--- src/hdl/asq_cfg.svh ---
// Offsets, field positions, encodings and reset values of the sequencer control block
`ifndef ASQ_CFG_SVH
`define ASQ_CFG_SVH
`define ASQ_CTL 8'h00
`define ASQ_ACTSS 8'h04
`define ASQ_EMUX 8'h08
`define ASQ_SSPRI 8'h0C
`define ASQ_PSSI 8'h10
`define ASQ_SPC 8'h14
`define ASQ_RIS 8'h18
`define ASQ_IM 8'h1C
`define ASQ_SSLEN 8'h20
`define ASQ_IESTEP 8'h24
`define ASQ_DCSTEP 8'h28
`define ASQ_DCTHR 8'h2C
`define ASQ_STAT 8'h30
`define ASQ_VREF_FULL 2'h3
`define ASQ_VREF_THIRD 2'h1
`define ASQ_TRG_PROC 4'h0
`define ASQ_TRG_COMP 4'h1
`define ASQ_TRG_EXT 4'h4
`define ASQ_TRG_TIMER 4'h5
`define ASQ_TRG_PWM 4'h6
`define ASQ_TRG_ALWAYS 4'hF
`define ASQ_PSSI_GLOBAL_SYNC 31
`define ASQ_PSSI_SWAIT 27
`define ASQ_SEQ3_LAST 3'h0
`define ASQ_PRI_RST 8'hE4
`endif

--- src/hdl/asq_pkg.sv ---
// Types shared by the sequencer control block
package asq_pkg;
	typedef enum logic [1:0] {ST_IDLE, ST_PHASE, ST_CONV} asq_state_e;
	typedef struct packed {
		logic [1:0] seq;
		logic [2:0] step;
	} asq_conv_s;
endpackage
--- src/hdl/asq_ctrl.sv ---
// Sequencer control: triggers, arbitration, comparators and phase offset for a converter core
//
// Operation
// - Reference field value 3 selects full external reference, value 1 one third of it.
// - Same-type retrigger of a running sequencer makes it sample continuously.
// - Continuous sampling still raises step interrupts on every pass.
// - Comparator on final step gives no trigger or interrupt for listed trigger sources.
// - Fourth sequencer holds exactly one step.
// - Result of step n goes to comparator of step n+1, with its configuration.
// - Processor sequence event is lost when a different-source sequence follows directly.
// - With third and fourth pending, arbiter compares second and third priorities instead.
// - Priorities 0,1,2 on second,fourth,third: third runs right after second.
// - Priorities 3,2,1 on second,fourth,third: order fourth, third, second.
// - Phase offset counts from each sequencer's own trigger instant.
// - Processor initiate offers global-sync and sync-wait bits to start modules together.
// - Always-trigger starts leave phase offsets between modules unaligned.
//
// Decided for this implementation: the address-and-strobe port and the register offsets.
`timescale 1ns/1ps
`include "asq_cfg.svh"
module asq_ctrl import asq_pkg::*; #(
	parameter int PHASE_W = 8
) (
	input logic clk,
	input logic rst_n,
	input logic [7:0] reg_addr,
	input logic [31:0] reg_wdata,
	input logic reg_wr,
	input logic reg_rd,
	output logic [31:0] reg_rdata,
	input logic trig_comp_pin,
	input logic trig_ext_pin,
	input logic trig_timer_pin,
	input logic trig_pwm_pin,
	input logic global_sync_in,
	output logic global_sync_out,
	output logic conv_start,
	output asq_conv_s conv_req,
	input logic conv_done,
	input logic [11:0] conv_result,
	output logic ref_ext_full,
	output logic ref_ext_third,
	output logic [3:0] dc_trig,
	output logic irq
);
	logic [1:0] vref_q, cur_q, win, c23;
	logic [3:0] actss_q, pend_q, act_q, cont_q, hold_q, def_q;
	logic [3:0] hit, proc_go, nt, retrig, seq_set, dc_set, cur_oh;
	logic [15:0] emux_q, dcstep_q, ptype_q, ctype_q, ntype;
	logic [7:0] pri_q, ris_q, im_q, ris_d;
	logic [11:0] len_q, iestep_q, dcthr_q;
	logic [PHASE_W-1:0] spc_q, ph_q;
	logic [4:0] s1_q, s2_q, s3_q, rise;
	logic [2:0] step_q, dstep;
	logic [3:0] cur_ctype, dcf;
	asq_state_e st_q;
	logic pssi_wr, sync_rel, grant, done_last, ie_hit, drop, dc_eval, dc_supp;

	function automatic logic [3:0] nib(input logic [15:0] v, input logic [1:0] s);
		nib = v[{s, 2'b00} +: 4];
	endfunction
	function automatic logic [2:0] tri3(input logic [11:0] v, input logic [1:0] s);
		tri3 = v[int'(s) * 3 +: 3];
	endfunction
	function automatic logic [2:0] last_of(input logic [11:0] v, input logic [1:0] s);
		last_of = (s == 2'h3) ? `ASQ_SEQ3_LAST : tri3(v, s);
	endfunction
	function automatic logic [1:0] pri_of(input logic [7:0] v, input logic [1:0] s);
		pri_of = v[{s, 1'b0} +: 2];
	endfunction

	////////////////////////////////////////////////////////////////////////////////
	// Pin triggers and the partner's sync pass two flops before any edge logic
	always_ff @(posedge clk or negedge rst_n) begin
		if (!rst_n) begin
			s1_q <= 5'h00;
			s2_q <= 5'h00;
			s3_q <= 5'h00;
		end else begin
			s1_q <= {global_sync_in, trig_pwm_pin, trig_timer_pin, trig_ext_pin,
				trig_comp_pin};
			s2_q <= s1_q;
			s3_q <= s2_q;
		end
	end
	assign rise = s2_q & ~s3_q;

	////////////////////////////////////////////////////////////////////////////////
	// Software registers; the reference decode is held in flops
	always_ff @(posedge clk or negedge rst_n) begin
		if (!rst_n) begin
			vref_q <= 2'h0;
			ref_ext_full <= 1'b0;
			ref_ext_third <= 1'b0;
			actss_q <= 4'h0;
			emux_q <= 16'h0000;
			pri_q <= `ASQ_PRI_RST;
			spc_q <= '0;
			im_q <= 8'h00;
			len_q <= 12'h000;
			iestep_q <= 12'h000;
			dcstep_q <= 16'h0000;
			dcthr_q <= 12'h000;
		end else if (reg_wr) begin
			case (reg_addr)
				`ASQ_CTL: begin
					vref_q <= reg_wdata[1:0];
					ref_ext_full <= reg_wdata[1:0] == `ASQ_VREF_FULL;
					ref_ext_third <= reg_wdata[1:0] == `ASQ_VREF_THIRD;
				end
				`ASQ_ACTSS: actss_q <= reg_wdata[3:0];
				`ASQ_EMUX: emux_q <= reg_wdata[15:0];
				`ASQ_SSPRI: pri_q <= reg_wdata[7:0];
				`ASQ_SPC: spc_q <= reg_wdata[PHASE_W-1:0];
				`ASQ_IM: im_q <= reg_wdata[7:0];
				`ASQ_SSLEN: len_q <= reg_wdata[11:0];
				`ASQ_IESTEP: iestep_q <= reg_wdata[11:0];
				`ASQ_DCSTEP: dcstep_q <= reg_wdata[15:0];
				`ASQ_DCTHR: dcthr_q <= reg_wdata[11:0];
				default: ;
			endcase
		end
	end

	////////////////////////////////////////////////////////////////////////////////
	// Processor initiate: a sync-wait request is parked until a global sync
	assign pssi_wr = reg_wr && reg_addr == `ASQ_PSSI;
	assign sync_rel = (pssi_wr && reg_wdata[`ASQ_PSSI_GLOBAL_SYNC]) || rise[4];
	always_comb begin
		proc_go = sync_rel ? hold_q : 4'h0;
		if (pssi_wr && (!reg_wdata[`ASQ_PSSI_SWAIT] || reg_wdata[`ASQ_PSSI_GLOBAL_SYNC]))
			proc_go = proc_go | reg_wdata[3:0];
		proc_go = proc_go & actss_q;
	end
	always_ff @(posedge clk or negedge rst_n) begin
		if (!rst_n) begin
			hold_q <= 4'h0;
			global_sync_out <= 1'b0;
		end else begin
			global_sync_out <= pssi_wr && reg_wdata[`ASQ_PSSI_GLOBAL_SYNC];
			if (pssi_wr && reg_wdata[`ASQ_PSSI_SWAIT] && !reg_wdata[`ASQ_PSSI_GLOBAL_SYNC])
				hold_q <= (sync_rel ? 4'h0 : hold_q) | reg_wdata[3:0];
			else if (sync_rel)
				hold_q <= 4'h0;
		end
	end

	////////////////////////////////////////////////////////////////////////////////
	// Trigger match per sequencer, and same-type retrigger detection
	always_comb begin
		for (int s = 0; s < 4; s++) begin
			case (nib(emux_q, 2'(s)))
				`ASQ_TRG_COMP: hit[s] = rise[0];
				`ASQ_TRG_EXT: hit[s] = rise[1];
				`ASQ_TRG_TIMER: hit[s] = rise[2];
				`ASQ_TRG_PWM: hit[s] = rise[3];
				`ASQ_TRG_ALWAYS: hit[s] = 1'b1;
				default: hit[s] = 1'b0;
			endcase
			hit[s] = hit[s] & actss_q[s];
			nt[s] = hit[s] | proc_go[s];
			ntype[s*4 +: 4] = proc_go[s] ? `ASQ_TRG_PROC : nib(emux_q, 2'(s));
			// Type-matched retrigger of a busy sequencer latches continuous mode
			retrig[s] = nt[s] & act_q[s] & (ntype[s*4 +: 4] == nib(ctype_q, 2'(s)));
		end
	end

	////////////////////////////////////////////////////////////////////////////////
	// Faulty arbiter: the third/fourth contest uses the second's priority
	always_comb begin
		logic [1:0] bp;
		bp = 2'h3;
		win = 2'h0;
		if (pend_q[2] && pend_q[3])
			c23 = (pri_of(pri_q, 2'h1) < pri_of(pri_q, 2'h2)) ? 2'h2 : 2'h3;
		else
			c23 = pend_q[2] ? 2'h2 : 2'h3;
		if (pend_q[2] || pend_q[3]) begin
			win = c23;
			bp = pri_of(pri_q, c23);
		end
		// Lower index wins ties, so the first two are checked last with <=
		if (pend_q[1] && (!(pend_q[2] || pend_q[3]) || pri_of(pri_q, 2'h1) <= bp)) begin
			win = 2'h1;
			bp = pri_of(pri_q, 2'h1);
		end
		if (pend_q[0] && (pend_q[3:1] == 3'h0 || pri_of(pri_q, 2'h0) <= bp))
			win = 2'h0;
	end
	assign grant = st_q == ST_IDLE && pend_q != 4'h0;

	////////////////////////////////////////////////////////////////////////////////
	// Pending, active and continuous flags; reset clears them all
	assign done_last = st_q == ST_CONV && conv_done && step_q == last_of(len_q, cur_q);
	always_ff @(posedge clk or negedge rst_n) begin
		if (!rst_n) begin
			pend_q <= 4'h0;
			cont_q <= 4'h0;
			act_q <= 4'h0;
			ptype_q <= 16'h0000;
			ctype_q <= 16'h0000;
		end else begin
			for (int s = 0; s < 4; s++) begin
				if (grant && win == 2'(s)) begin
					pend_q[s] <= 1'b0;
					act_q[s] <= 1'b1;
					ctype_q[s*4 +: 4] <= ptype_q[s*4 +: 4];
				end else if (done_last && cur_q == 2'(s) && !cont_q[s])
					act_q[s] <= 1'b0;
				// A new trigger wins over the grant that clears the flag
				if (nt[s] && !retrig[s]) begin
					pend_q[s] <= 1'b1;
					ptype_q[s*4 +: 4] <= ntype[s*4 +: 4];
				end
				if (!actss_q[s]) begin
					pend_q[s] <= 1'b0;
					cont_q[s] <= 1'b0;
				end else if (retrig[s])
					cont_q[s] <= 1'b1;
			end
		end
	end

	////////////////////////////////////////////////////////////////////////////////
	// Sequence walk: phase delay, then one conversion per step
	always_ff @(posedge clk or negedge rst_n) begin
		if (!rst_n) begin
			st_q <= ST_IDLE;
			cur_q <= 2'h0;
			step_q <= 3'h0;
			ph_q <= '0;
			conv_start <= 1'b0;
			conv_req <= '0;
		end else begin
			conv_start <= 1'b0;
			case (st_q)
				ST_IDLE: if (grant) begin
					cur_q <= win;
					step_q <= 3'h0;
					// Offset runs from this sequencer's own start, not a shared instant
					ph_q <= spc_q;
					st_q <= ST_PHASE;
				end
				ST_PHASE: if (ph_q == '0) begin
					conv_start <= 1'b1;
					conv_req <= {cur_q, step_q};
					st_q <= ST_CONV;
				end else
					ph_q <= ph_q - 1'b1;
				ST_CONV: if (conv_done) begin
					if (step_q == last_of(len_q, cur_q)) begin
						if (cont_q[cur_q]) begin
							step_q <= 3'h0;
							ph_q <= spc_q;
							st_q <= ST_PHASE;
						end else
							st_q <= ST_IDLE;
					end else begin
						step_q <= step_q + 3'h1;
						conv_start <= 1'b1;
						conv_req <= {cur_q, step_q + 3'h1};
					end
				end
				default: st_q <= ST_IDLE;
			endcase
		end
	end

	////////////////////////////////////////////////////////////////////////////////
	// Step events and the shifted digital comparator
	assign cur_oh = 4'h1 << cur_q;
	assign cur_ctype = nib(ctype_q, cur_q);
	assign ie_hit = st_q == ST_CONV && conv_done && step_q == tri3(iestep_q, cur_q);
	assign dcf = nib(dcstep_q, cur_q);
	assign dstep = dcf[2:0];
	// Step n's result meets step n+1's comparator and threshold
	assign dc_eval = st_q == ST_CONV && conv_done && dcf[3]
		&& {1'b0, dstep} == {1'b0, step_q} + 4'h1;
	// Final-step comparator is dead unless the sequencer runs on always-trigger
	assign dc_supp = dstep == last_of(len_q, cur_q) && cur_ctype != `ASQ_TRG_ALWAYS;
	assign dc_set = (dc_eval && !dc_supp && conv_result >= dcthr_q) ? cur_oh : 4'h0;
	// Processor-run events wait a cycle and die if another source is granted then
	assign drop = grant && nib(ptype_q, win) != `ASQ_TRG_PROC;
	assign seq_set = ((ie_hit && cur_ctype != `ASQ_TRG_PROC) ? cur_oh : 4'h0)
		| (drop ? 4'h0 : def_q);
	assign ris_d = ((reg_rd && reg_addr == `ASQ_RIS) ? 8'h00 : ris_q) | {dc_set, seq_set};
	always_ff @(posedge clk or negedge rst_n) begin
		if (!rst_n) begin
			def_q <= 4'h0;
			ris_q <= 8'h00;
			dc_trig <= 4'h0;
			irq <= 1'b0;
		end else begin
			def_q <= (ie_hit && cur_ctype == `ASQ_TRG_PROC) ? cur_oh : 4'h0;
			ris_q <= ris_d;
			dc_trig <= dc_set;
			irq <= (ris_d & im_q) != 8'h00;
		end
	end

	////////////////////////////////////////////////////////////////////////////////
	// Read port: data stand in the cycle after the strobe
	always_ff @(posedge clk or negedge rst_n) begin
		if (!rst_n)
			reg_rdata <= 32'h0000_0000;
		else if (reg_rd) begin
			case (reg_addr)
				`ASQ_CTL: reg_rdata <= {30'h0, vref_q};
				`ASQ_ACTSS: reg_rdata <= {28'h0, actss_q};
				`ASQ_EMUX: reg_rdata <= {16'h0, emux_q};
				`ASQ_SSPRI: reg_rdata <= {24'h0, pri_q};
				`ASQ_PSSI: reg_rdata <= {28'h0, hold_q};
				`ASQ_SPC: reg_rdata <= {{(32-PHASE_W){1'b0}}, spc_q};
				`ASQ_RIS: reg_rdata <= {24'h0, ris_q};
				`ASQ_IM: reg_rdata <= {24'h0, im_q};
				`ASQ_SSLEN: reg_rdata <= {20'h0, `ASQ_SEQ3_LAST, len_q[8:0]};
				`ASQ_IESTEP: reg_rdata <= {20'h0, iestep_q};
				`ASQ_DCSTEP: reg_rdata <= {16'h0, dcstep_q};
				`ASQ_DCTHR: reg_rdata <= {20'h0, dcthr_q};
				`ASQ_STAT: reg_rdata <= {20'h0, cont_q, act_q, pend_q};
				default: reg_rdata <= 32'h0000_0000;
			endcase
		end else
			reg_rdata <= 32'h0000_0000;
	end
endmodule // asq_ctrl

--- config.mk ---
export PLATFORM = sky130hd
export DESIGN_NAME = asq_ctrl
export DESIGN_NICKNAME = d
export VERILOG_FILES = /design/src/hdl/asq_pkg.sv /design/src/hdl/asq_ctrl.sv
export VERILOG_INCLUDE_DIRS = /design/src /design/src/hdl
export SDC_FILE = /design/constraint.sdc
export NUM_CORES = 1
export LEC_CHECK = 0
export BUFFER_PORTS_ARGS = -buffer_cell sky130_fd_sc_hd__clkbuf_2
export CAP_MARGIN = 10
export CORE_MARGIN = 8
export CORE_UTILIZATION = 55
export CTS_CLUSTER_DIAMETER = 60
export DETAILED_ROUTE_END_ITERATION = 6
export PLACE_DENSITY = 0.74
export SYNTH_ARGS = -nofsm -noshare
export SYNTH_HDL_FRONTEND = slang
export SYNTH_SLANG_ARGS = --single-unit
--- constraint.sdc ---
create_clock -name clk -period 6.22 [get_ports clk]
set_clock_uncertainty 0.05 [all_clocks]
set_input_delay 0.933 -clock clk [delete_from_list [all_inputs] [get_ports clk]]
set_output_delay 0.933 -clock clk [all_outputs]
set_load 0.02 [all_outputs]
# == After elaboration in Yosys (flattened, before gate mapping) ==
# Cells that the tools add are included.
# totals
regBits,234
wordCells,326
# op_classes
addsub,3
mul,1
magnitude_cmp,5
n_eq_ne,67
shifts,7
mux,83
bitwise,24
reduce_logical,87
# ops
operator,count
16-bit one-hot mux with 13 select lines,1
4-bit by 3-bit equality test with 1-bit output (second input constant),12
4-bit 2-to-1 mux,12
8-bit 2-to-1 mux,6
16-bit by 5-bit indexed part select with 4-bit output,3
8-bit by 6-bit equality test with 1-bit output (second input constant),5
1-bit logical AND,37
1-bit 2-to-1 mux,36
8-bit by 5-bit equality test with 1-bit output (second input constant),4
32-bit 2-to-1 mux,1
12-bit by 32-bit indexed part select with 3-bit output,1
8-bit one-hot mux with 3 select lines,1
2-bit AND reduction,11
1-bit one-hot mux with 5 select lines,4
2-bit 2-to-1 mux,9
4-bit by 1-bit equality test with 1-bit output (second input constant),4
4-bit equality test,4
4-bit equality test (second input constant),4
8-bit by 4-bit equality test with 1-bit output (second input constant),2
8-bit logical NOT,2
3-bit 2-to-1 mux,5
5-bit 2-to-1 mux,3
1-bit bitwise AND,12
2-bit equality test (second input constant),6
43 further kinds,92

# == Depth between registers and ports, before layout ==
# Gate-level depths: netlist of the first run.
# depth
ltp_word,21
depth_mapped,21

# == Worst setup path before layout of the first run ==
# Ideal clock, no wire load.
# synth_timing
kind,reg2reg
from,reg pri_q[5]
to,reg irq
setup_time_ps,132
arrival_ps,4218
setup_slack_ps,1820
stages_incl_launch_ff,20
period_less_slack_ps,4400
cell_sequence,dfstp_2 inv_1 ha_1 nand2_1 o211ai_1 o21ai_0 ha_1 nor2b_1 o221ai_1 nand2_1 mux2_2 ha_1 and3_1 a211o_1 a21oi_1 o211ai_1 o31ai_1 o221ai_1 a222oi_1 nand3_1
# synth_between
elab_chain_len,21
# synth_rtl
item,line,source
from (decl),asq_ctrl.sv:50,"logic [7:0] pri_q, ris_q, im_q, ris_d;"
from (signal assigned),asq_ctrl.sv:97,pri_q <= `ASQ_PRI_RST;
from (signal assigned),asq_ctrl.sv:113,`ASQ_SSPRI: pri_q <= reg_wdata[7:0];
2-bit less-than comparator,asq_ctrl.sv:175,"c23 = (pri_of(pri_q, 2'h1) < pri_of(pri_q, 2'h2)) ? 2'h2 : 2'h3;"
1-bit 2-to-1 mux,asq_ctrl.sv:175,
1-bit 2-to-1 mux,asq_ctrl.sv:174,if (pend_q[2] && pend_q[3])
8-bit by 4-bit indexed part select with 2-bit output,asq_ctrl.sv:69,"pri_of = v[{s, 1'b0} +: 2];"
2-bit 2-to-1 mux,asq_ctrl.sv:178,if (pend_q[2] || pend_q[3]) begin
2-bit <= comparator,asq_ctrl.sv:183,"if (pend_q[1] && (!(pend_q[2] || pend_q[3]) || pri_of(pri_q, 2'h1) <= bp)) begin"
1-bit logical OR,asq_ctrl.sv:183,
1-bit logical AND,asq_ctrl.sv:183,
(+6 left out),-,
4-bit nonzero test (no line) (*),-,
1-bit logical AND (no line) (*),-,
4-bit 2-to-1 mux (*),asq_ctrl.sv:285,| (drop ? 4'h0 : def_q);
4-bit bitwise OR (*),asq_ctrl.sv:284,assign seq_set = ((ie_hit && cur_ctype != `ASQ_TRG_PROC) ? cur_oh : 4'h0)
8-bit bitwise OR (*),asq_ctrl.sv:286,"assign ris_d = ((reg_rd && reg_addr == `ASQ_RIS) ? 8'h00 : ris_q) | {dc_set, seq_set};"
via ris_d[2],asq_ctrl.sv:50,
8-bit bitwise AND (*),asq_ctrl.sv:297,irq <= (ris_d & im_q) != 8'h00;
8-bit nonzero test (*),asq_ctrl.sv:297,
to (signal assigned),asq_ctrl.sv:292,irq <= 1'b0;
to (signal assigned),asq_ctrl.sv:297,
to (decl),asq_ctrl.sv:44,output logic irq
# The timed path passes the listed nets; every way through them passes the cells marked *.
# A chain may end at the register's enable or synchronous reset.

# == Worst setup path after layout of the first run ==
# Same ends and word-level chain as after synthesis.

==> impl_metrics.yaml, run 1 <==
grt:
  antenna_found_initial: 1
  grt_pass1_wl_mm: 47.63
  grt_overflow_total: 0
  grt_pass1_vias: 8526
  grt_max_degree: 76
  grt_use_total: 0.2469
synthesis:
  yosys_warnings: 0
  synth_ff_type: "dfrtp_1"
  yosysSeqAreaShare: 0.4893
  synthArstFlopShare: 1.000
  syn_avg_cell_area_um2: 10.63
  synth-seq-cells: 215
  synth.cell_area_um2: 11010
  syn_inst: 1035
  synth_edf_count: 0
  synth_cell_types: 70
sta:
  tns_ps: 0
  slew_violations: 0
  period_share: 0.8787
  hold_viol_final: 0
  final-setup-viol-count: 0
  rsz0062_at_grt: "no"
  fin_crit_ps: 5466
  tightest_slew_ps: 1015
  timing.fmax_mhz: 183.0
  slew-limit-headroom: 0.3236
  finalWorstSetupSlack_ps: 754.3
status:
  failed_checks: "design-rule violations"
  status: "finished, violations left"
finish:
  syn_to_final_growth_pct: 12.76
  nets: 1187
  register_area_um2: 5385
  final_cell_mix: "211 x dfrtp_1, 115 x nand2_1, 79 x mux2_2"
  antenna_cells: 0
  fillers: 1610
  postLayoutCellArea_um2: 12410
  drive_gt1_frac: 0.2129
  multiInputGateArea_um2: 5180
  final_common_cell: "dfrtp_1"
  fin_cells: 1383
routing:
  drt_iter0_markers: 932
  drcViolationCount: 14
  drt_first_pass_iters: 7
  via_per_inst: 6.269
  via_count: 8670
  wl_per_cell_um: 21.76
  drtAntennaViolNets: 0
  wl_mm: 30.09
cts:
  clk_latency_ps: 520
  clk_pin_slew_worst_paths_ps: 70
  numCtsBuffers: 24
  cts_tree: "yes"
  cts_setup_buffers: 0
  cts_buffer_depth: 3
  cts_resized: 0
  cts_root_buf: "clkbuf_16"
  hold_buffers: 0
  htreeDepth: 1
  clkSinkCount: 215
floorplanning:
  fp.dieW_um: 157.5
  start_util: 0.5636
  fp.dieArea_um2: 24790
  dieHeight_um: 157.5
  rows: 51
  io_pins: 108
  core_area_um2: 19530
critical_path:
  worstSetupStartpointType: "register"
  crit_chain: "inv_1, ha_1, nand2_1, o211ai_1, o21ai_0, ha_1, nor2b_1, o221ai_1, nand2_1, mux2_2, ha_1, and3_1, a21oi_1, o2bb2ai_1, nand2_1, o31ai_1, o221ai_1, a222oi_1, nand3_1"
  crit_slowest_cell: "o31ai_1"
  setup.worst_path.end_class: "register"
  crit_required_ps: 6560
  r2r_start: "pri_q[5]$_DFFE_PN1P_"
  slowest_delay_ps: 700
  crit_fanout: 8
  worstSetupPathType: "register to register"
  cp_data_arrival_time_ps: 5810
  cp-startpoint: "pri_q[5]$_DFFE_PN1P_"
power:
  p_leak_nw: 5.661
  p_per_area_nw_per_um2: 290.8
  peakVddDrop_mv: 0.2048
hold_path:
  hp-class: "register to register"
  worstHoldStart: "s1_q[0]$_DFF_PN0_"
placed_design:
  portBuffers: 77
  pre_cts_ws_ps: 993.1
  placedCellCount: 1339
  place_congestion: 0.9330
  dp_hpwl_mm: 21.61
  dpl_cell_area_um2: 11540
job:
  cap_violations: 0
-- registers in the layout, indices dropped and copies added, names as in the netlist, 4 cells and up --
| name | flops |
|---|---|
| ctype_q | 16 |
| dcstep_q | 16 |
| emux_q | 16 |
| ptype_q | 16 |
| reg_rdata | 16 |
| dcthr_q | 12 |
| iestep_q | 12 |
| len_q | 9 |
| im_q | 8 |
| ph_q | 8 |
| pri_q | 8 |
| ris_q | 8 |
| spc_q | 8 |
| conv_req | 5 |
| s1_q | 5 |
| s2_q | 5 |
| s3_q | 5 |
| act_q | 4 |
| actss_q | 4 |
| cont_q | 4 |
| dc_trig | 4 |
| def_q | 4 |
| hold_q | 4 |
| pend_q | 4 |
-- critical path: cells and delay by family, from the launching register on --
family	cells	cell delay [ps]
DFF	1	560
buffers and inverters	1	50
adders and majority gates	3	880
muxes	1	300
and+or+nand+nor	6	740
AOI/OAI and AO/OA	8	2750
-- worst paths after layout --
kind	depth (start not counted)	slack (ps)	endpoint
min in group asynchronous	1	320	global_sync_out$_DFF_PN0_
worst max-delay path	19	750	irq$_DFF_PN0_
worst min-delay path	0	300	s2_q[0]$_DFF_PN0_
worst max register to register	19	750	irq$_DFF_PN0_
worst min register to register	0	300	s2_q[0]$_DFF_PN0_
max in group asynchronous	2	4470	ptype_q[10]$_DFFE_PN0P_
-- cell families (layout without fill, tap and decap cells) --
group | after synthesis | count (layout) | share of synthesized area
adder cells (fa/ha/maj) | 25 | 25 | 0.02842
multiplexers | 115 | 115 | 0.1266
XOR/XNOR | 27 | 27 | 0.02149
flip-flops | 215 | 215 | 0.4893
buffers and inverters | 111 | 179 | 0.04513
AO/OA/AOI/OAI | 260 | 260 | 0.1644
AND/OR/NAND/NOR | 281 | 281 | 0.1243
other | 1 | 16 | 0.0003407
-- cell type report --
type	instances	share of cell area
clock buffer	31	0.05545
multi-input combinational	724	0.4174
clock inverter	13	0.01462
timing repair buffer	85	0.03670
tap	265	0.02672
inverter	50	0.01512
sequential	215	0.4340
-- where the power goes --
part	switching, mW	internal, mW
registers	0.0870	1.47
logic	0.319	0.194
clock network	0.586	0.949
-- cell usage after synthesis, types with 11 or more instances --
cell      number  area [um^2]
a21o_1        12        90.09
a21oi_1       24        120.1
a221oi_1      14        122.6
a22o_1        19        166.4
a22oi_1       30        225.2
a31oi_1       15        93.84
buf_4         19        142.6
clkbuf_1      30        112.6
dfrtp_1      211         5280
ha_1          25        312.8
inv_1         50        187.7
mux2_2        79        889.6
mux2i_1       23        230.2
mux4_2        11        247.7
nand2_1      115        431.7
nand2b_1      20        125.1
nand3_1       17        85.08
nor2_1        48        180.2
nor2b_1       17        106.4
nor3_1        13        65.06
o21ai_0       78        390.4
xnor2_1       19        166.4
-- per-stage QoR --
step,util,power [mW],hold WS [ps]
2_1_floorplan,-,1.923,281.2
3_3_place_gp,0.5910,2.067,282.4
3_5_place_dp,0.5910,2.084,285.8
4_1_cts,0.6355,3.620,294.3
5_1_grt,0.6355,3.758,303.1
6_report,0.6355,3.609,296.0
-- metal layers --
layer	track usage	routed length, um	vias to the layer above
met5	0	10	-
met4	0.1020	1184	2
met3	0.05594	3042	87
met2	0.3734	13310	454
met1	0.3376	12550	4253
li1	-	-	3874
Power figures use the tool's default switching activity.
==> inputs of run 2 (changes only) <==
--- a/config.mk
+++ b/config.mk
@@ -12,7 +12,7 @@
 export CORE_UTILIZATION = 55
 export CTS_CLUSTER_DIAMETER = 60
 export DETAILED_ROUTE_END_ITERATION = 6
-export PLACE_DENSITY = 0.74
+export PLACE_DENSITY_LB_ADDON = 0.1
 export SYNTH_ARGS = -nofsm -noshare
 export SYNTH_HDL_FRONTEND = slang
 export SYNTH_SLANG_ARGS = --single-unit
==> impl_metrics.yaml, run 2 (synthesis gave the netlist of run 1 again) <==
status:
  status: "complete, no violations"
placed_design:
  dp_hpwl_mm: 21.95
  place_congestion: 0.9117
  pre_cts_ws_ps: 1057
  placedCellCount: 1339
  dpl_cell_area_um2: 11540
  portBuffers: 77
critical_path:
  cp_data_arrival_time_ps: 5540
  crit_cells: 19
  cp-startpoint: "pri_q[5]$_DFFE_PN1P_"
  slowest_delay_ps: 600
  crit_required_ps: 6570
  crit_chain: "inv_1, ha_1, nand2_1, o211ai_1, o21ai_0, ha_1, nor2b_1, o221ai_1, nand2_1, mux2_2, ha_1, and3_1, a21oi_1, o2bb2ai_1, nand2_1, o31ai_1, o221ai_1, a222oi_1, nand3_1"
  worstSetupStartpointType: "register"
  worstSetupPathType: "register to register"
  r2r-end: "irq$_DFF_PN0_"
  crit_fanout: 8
  r2r_slack_ps: 1030
  crit_end: "irq$_DFF_PN0_"
  r2r_start: "pri_q[5]$_DFFE_PN1P_"
  cp_top_family: "compound AO/OA/AOI/OAI gates"
  r2r_cells: 19
  cp_num_buf_inv: 1
  crit_slowest_cell: "o31ai_1"
  setup.worst_path.end_class: "register"
routing:
  drt_first_pass_iters: 6
  via_per_inst: 6.154
  drtAntennaViolNets: 0
  wl_mm: 29.78
  wl_per_cell_um: 21.58
  via_count: 8492
  drt_iter0_markers: 748
  drcViolationCount: 0
finish:
  antenna_cells: 0
  nets: 1187
  fin_cells: 1380
  postLayoutCellArea_um2: 12320
  fillers: 1606
  drive_gt1_frac: 0.2072
  final_common_cell: "dfrtp_1"
  utilization: 0.6308
  register_area_um2: 5385
  final_cell_mix: "211 x dfrtp_1, 115 x nand2_1, 79 x mux2_2"
  multiInputGateArea_um2: 5180
  syn_to_final_growth_pct: 11.93
grt:
  grt_use_total: 0.2448
  grt_max_degree: 123
  grt_pass1_wl_mm: 46.95
  antenna_found_initial: 1
  grt_pass1_vias: 8350
  grt_overflow_total: 0
floorplanning:
  io_pins: 108
  rows: 51
  fp.dieW_um: 157.5
  start_util: 0.5636
  core_area_um2: 19530
  fp.dieArea_um2: 24790
  dieHeight_um: 157.5
sta:
  period_share: 0.8349
  holdWs_ps: 296.4
  finalWorstSetupSlack_ps: 1027
  tns_ps: 0
  slew_violations: 0
  tightest_slew_ps: 934.9
  hold_viol_final: 0
  slew-limit-headroom: 0.3767
  final-setup-viol-count: 0
  timing.fmax_mhz: 192.6
  fin_crit_ps: 5193
  rsz0062_at_grt: "no"
cts:
  numCtsBuffers: 24
  htreeDepth: 1
  clkSinkCount: 215
  cts_setup_buffers: 0
  clk_pin_slew_worst_paths_ps: 60
  cts_buffer_depth: 3
  hold_buffers: 0
  clk_latency_ps: 520
  cts_root_buf: "clkbuf_16"
  cts_tree: "yes"
  cts_resized: 0
power:
  power_mw: 3.472
  p_per_area_nw_per_um2: 281.8
  p_leak_nw: 5.631
  peakVddDrop_mv: 0.2015
hold_path:
  hp-class: "register to register"
job:
  cap_violations: 0
## run 2: changes by cell type in the layout (fill, tap and decap cells not counted), sizes merged
cell      delta
bufinv       -2
clkbuf       +3
clkinv       +2
clkinvlp     -5
inv          -1
## run 2: where the power goes
group / switching (mW) / internal, mW
Sequential: 0.0846 / 1.47
Combinational: 0.319 / 0.195
Clock: 0.559 / 0.839
Total: 0.963 / 2.51
## run 2: worst min-delay path by stage
stage | startpoint | depth (start not counted) | slack (ps) | end
6_report | s1_q[2]$_DFF_PN0_ | 0 | 300 | s2_q[2]$_DFF_PN0_
5_1_grt | s1_q[0]$_DFF_PN0_ | 0 | 310 | s2_q[0]$_DFF_PN0_
4_1_cts | s1_q[4]$_DFF_PN0_ | 0 | 300 | s2_q[4]$_DFF_PN0_
3_5_place_dp | s1_q[0]$_DFF_PN0_ | 0 | 290 | s2_q[0]$_DFF_PN0_
3_3_place_gp | s1_q[3]$_DFF_PN0_ | 0 | 280 | s2_q[3]$_DFF_PN0_
2_1_floorplan | s1_q[0]$_DFF_PN0_ | 0 | 280 | s2_q[0]$_DFF_PN0_
## run 2: worst reg2reg max path: stages (launching register included)
cell and delay (ps):
dfstp_2 560, inv_1 50, ha_1 270, nand2_1 60, o211ai_1 480, o21ai_0 230, ha_1 330, nor2b_1 130
o221ai_1 320, nand2_1 150, mux2_2 300, ha_1 280, and3_1 170, a21oi_1 80, o2bb2ai_1 180, nand2_1 70
o31ai_1 600, o221ai_1 240, a222oi_1 400, nand3_1 120
## run 2: final cells by class
type | count | share of cell area
clock buffer | 34 | 0.05505
clock inverter | 7 | 0.008126
inverter | 50 | 0.01524
multi-input combinational | 724 | 0.4205
sequential | 215 | 0.4372
tap | 265 | 0.02692
timing repair buffer | 85 | 0.03697
## run 2: routing by layer
metal  vias to the layer above  routed length [um]  global-route usage
li1                       3872                   -                   -
met5                         -                   0                   0
met1                      4202               13410              0.3482
met4                         0                 871             0.08749
met2                       358               13010              0.3668
met3                        60                2498             0.04716
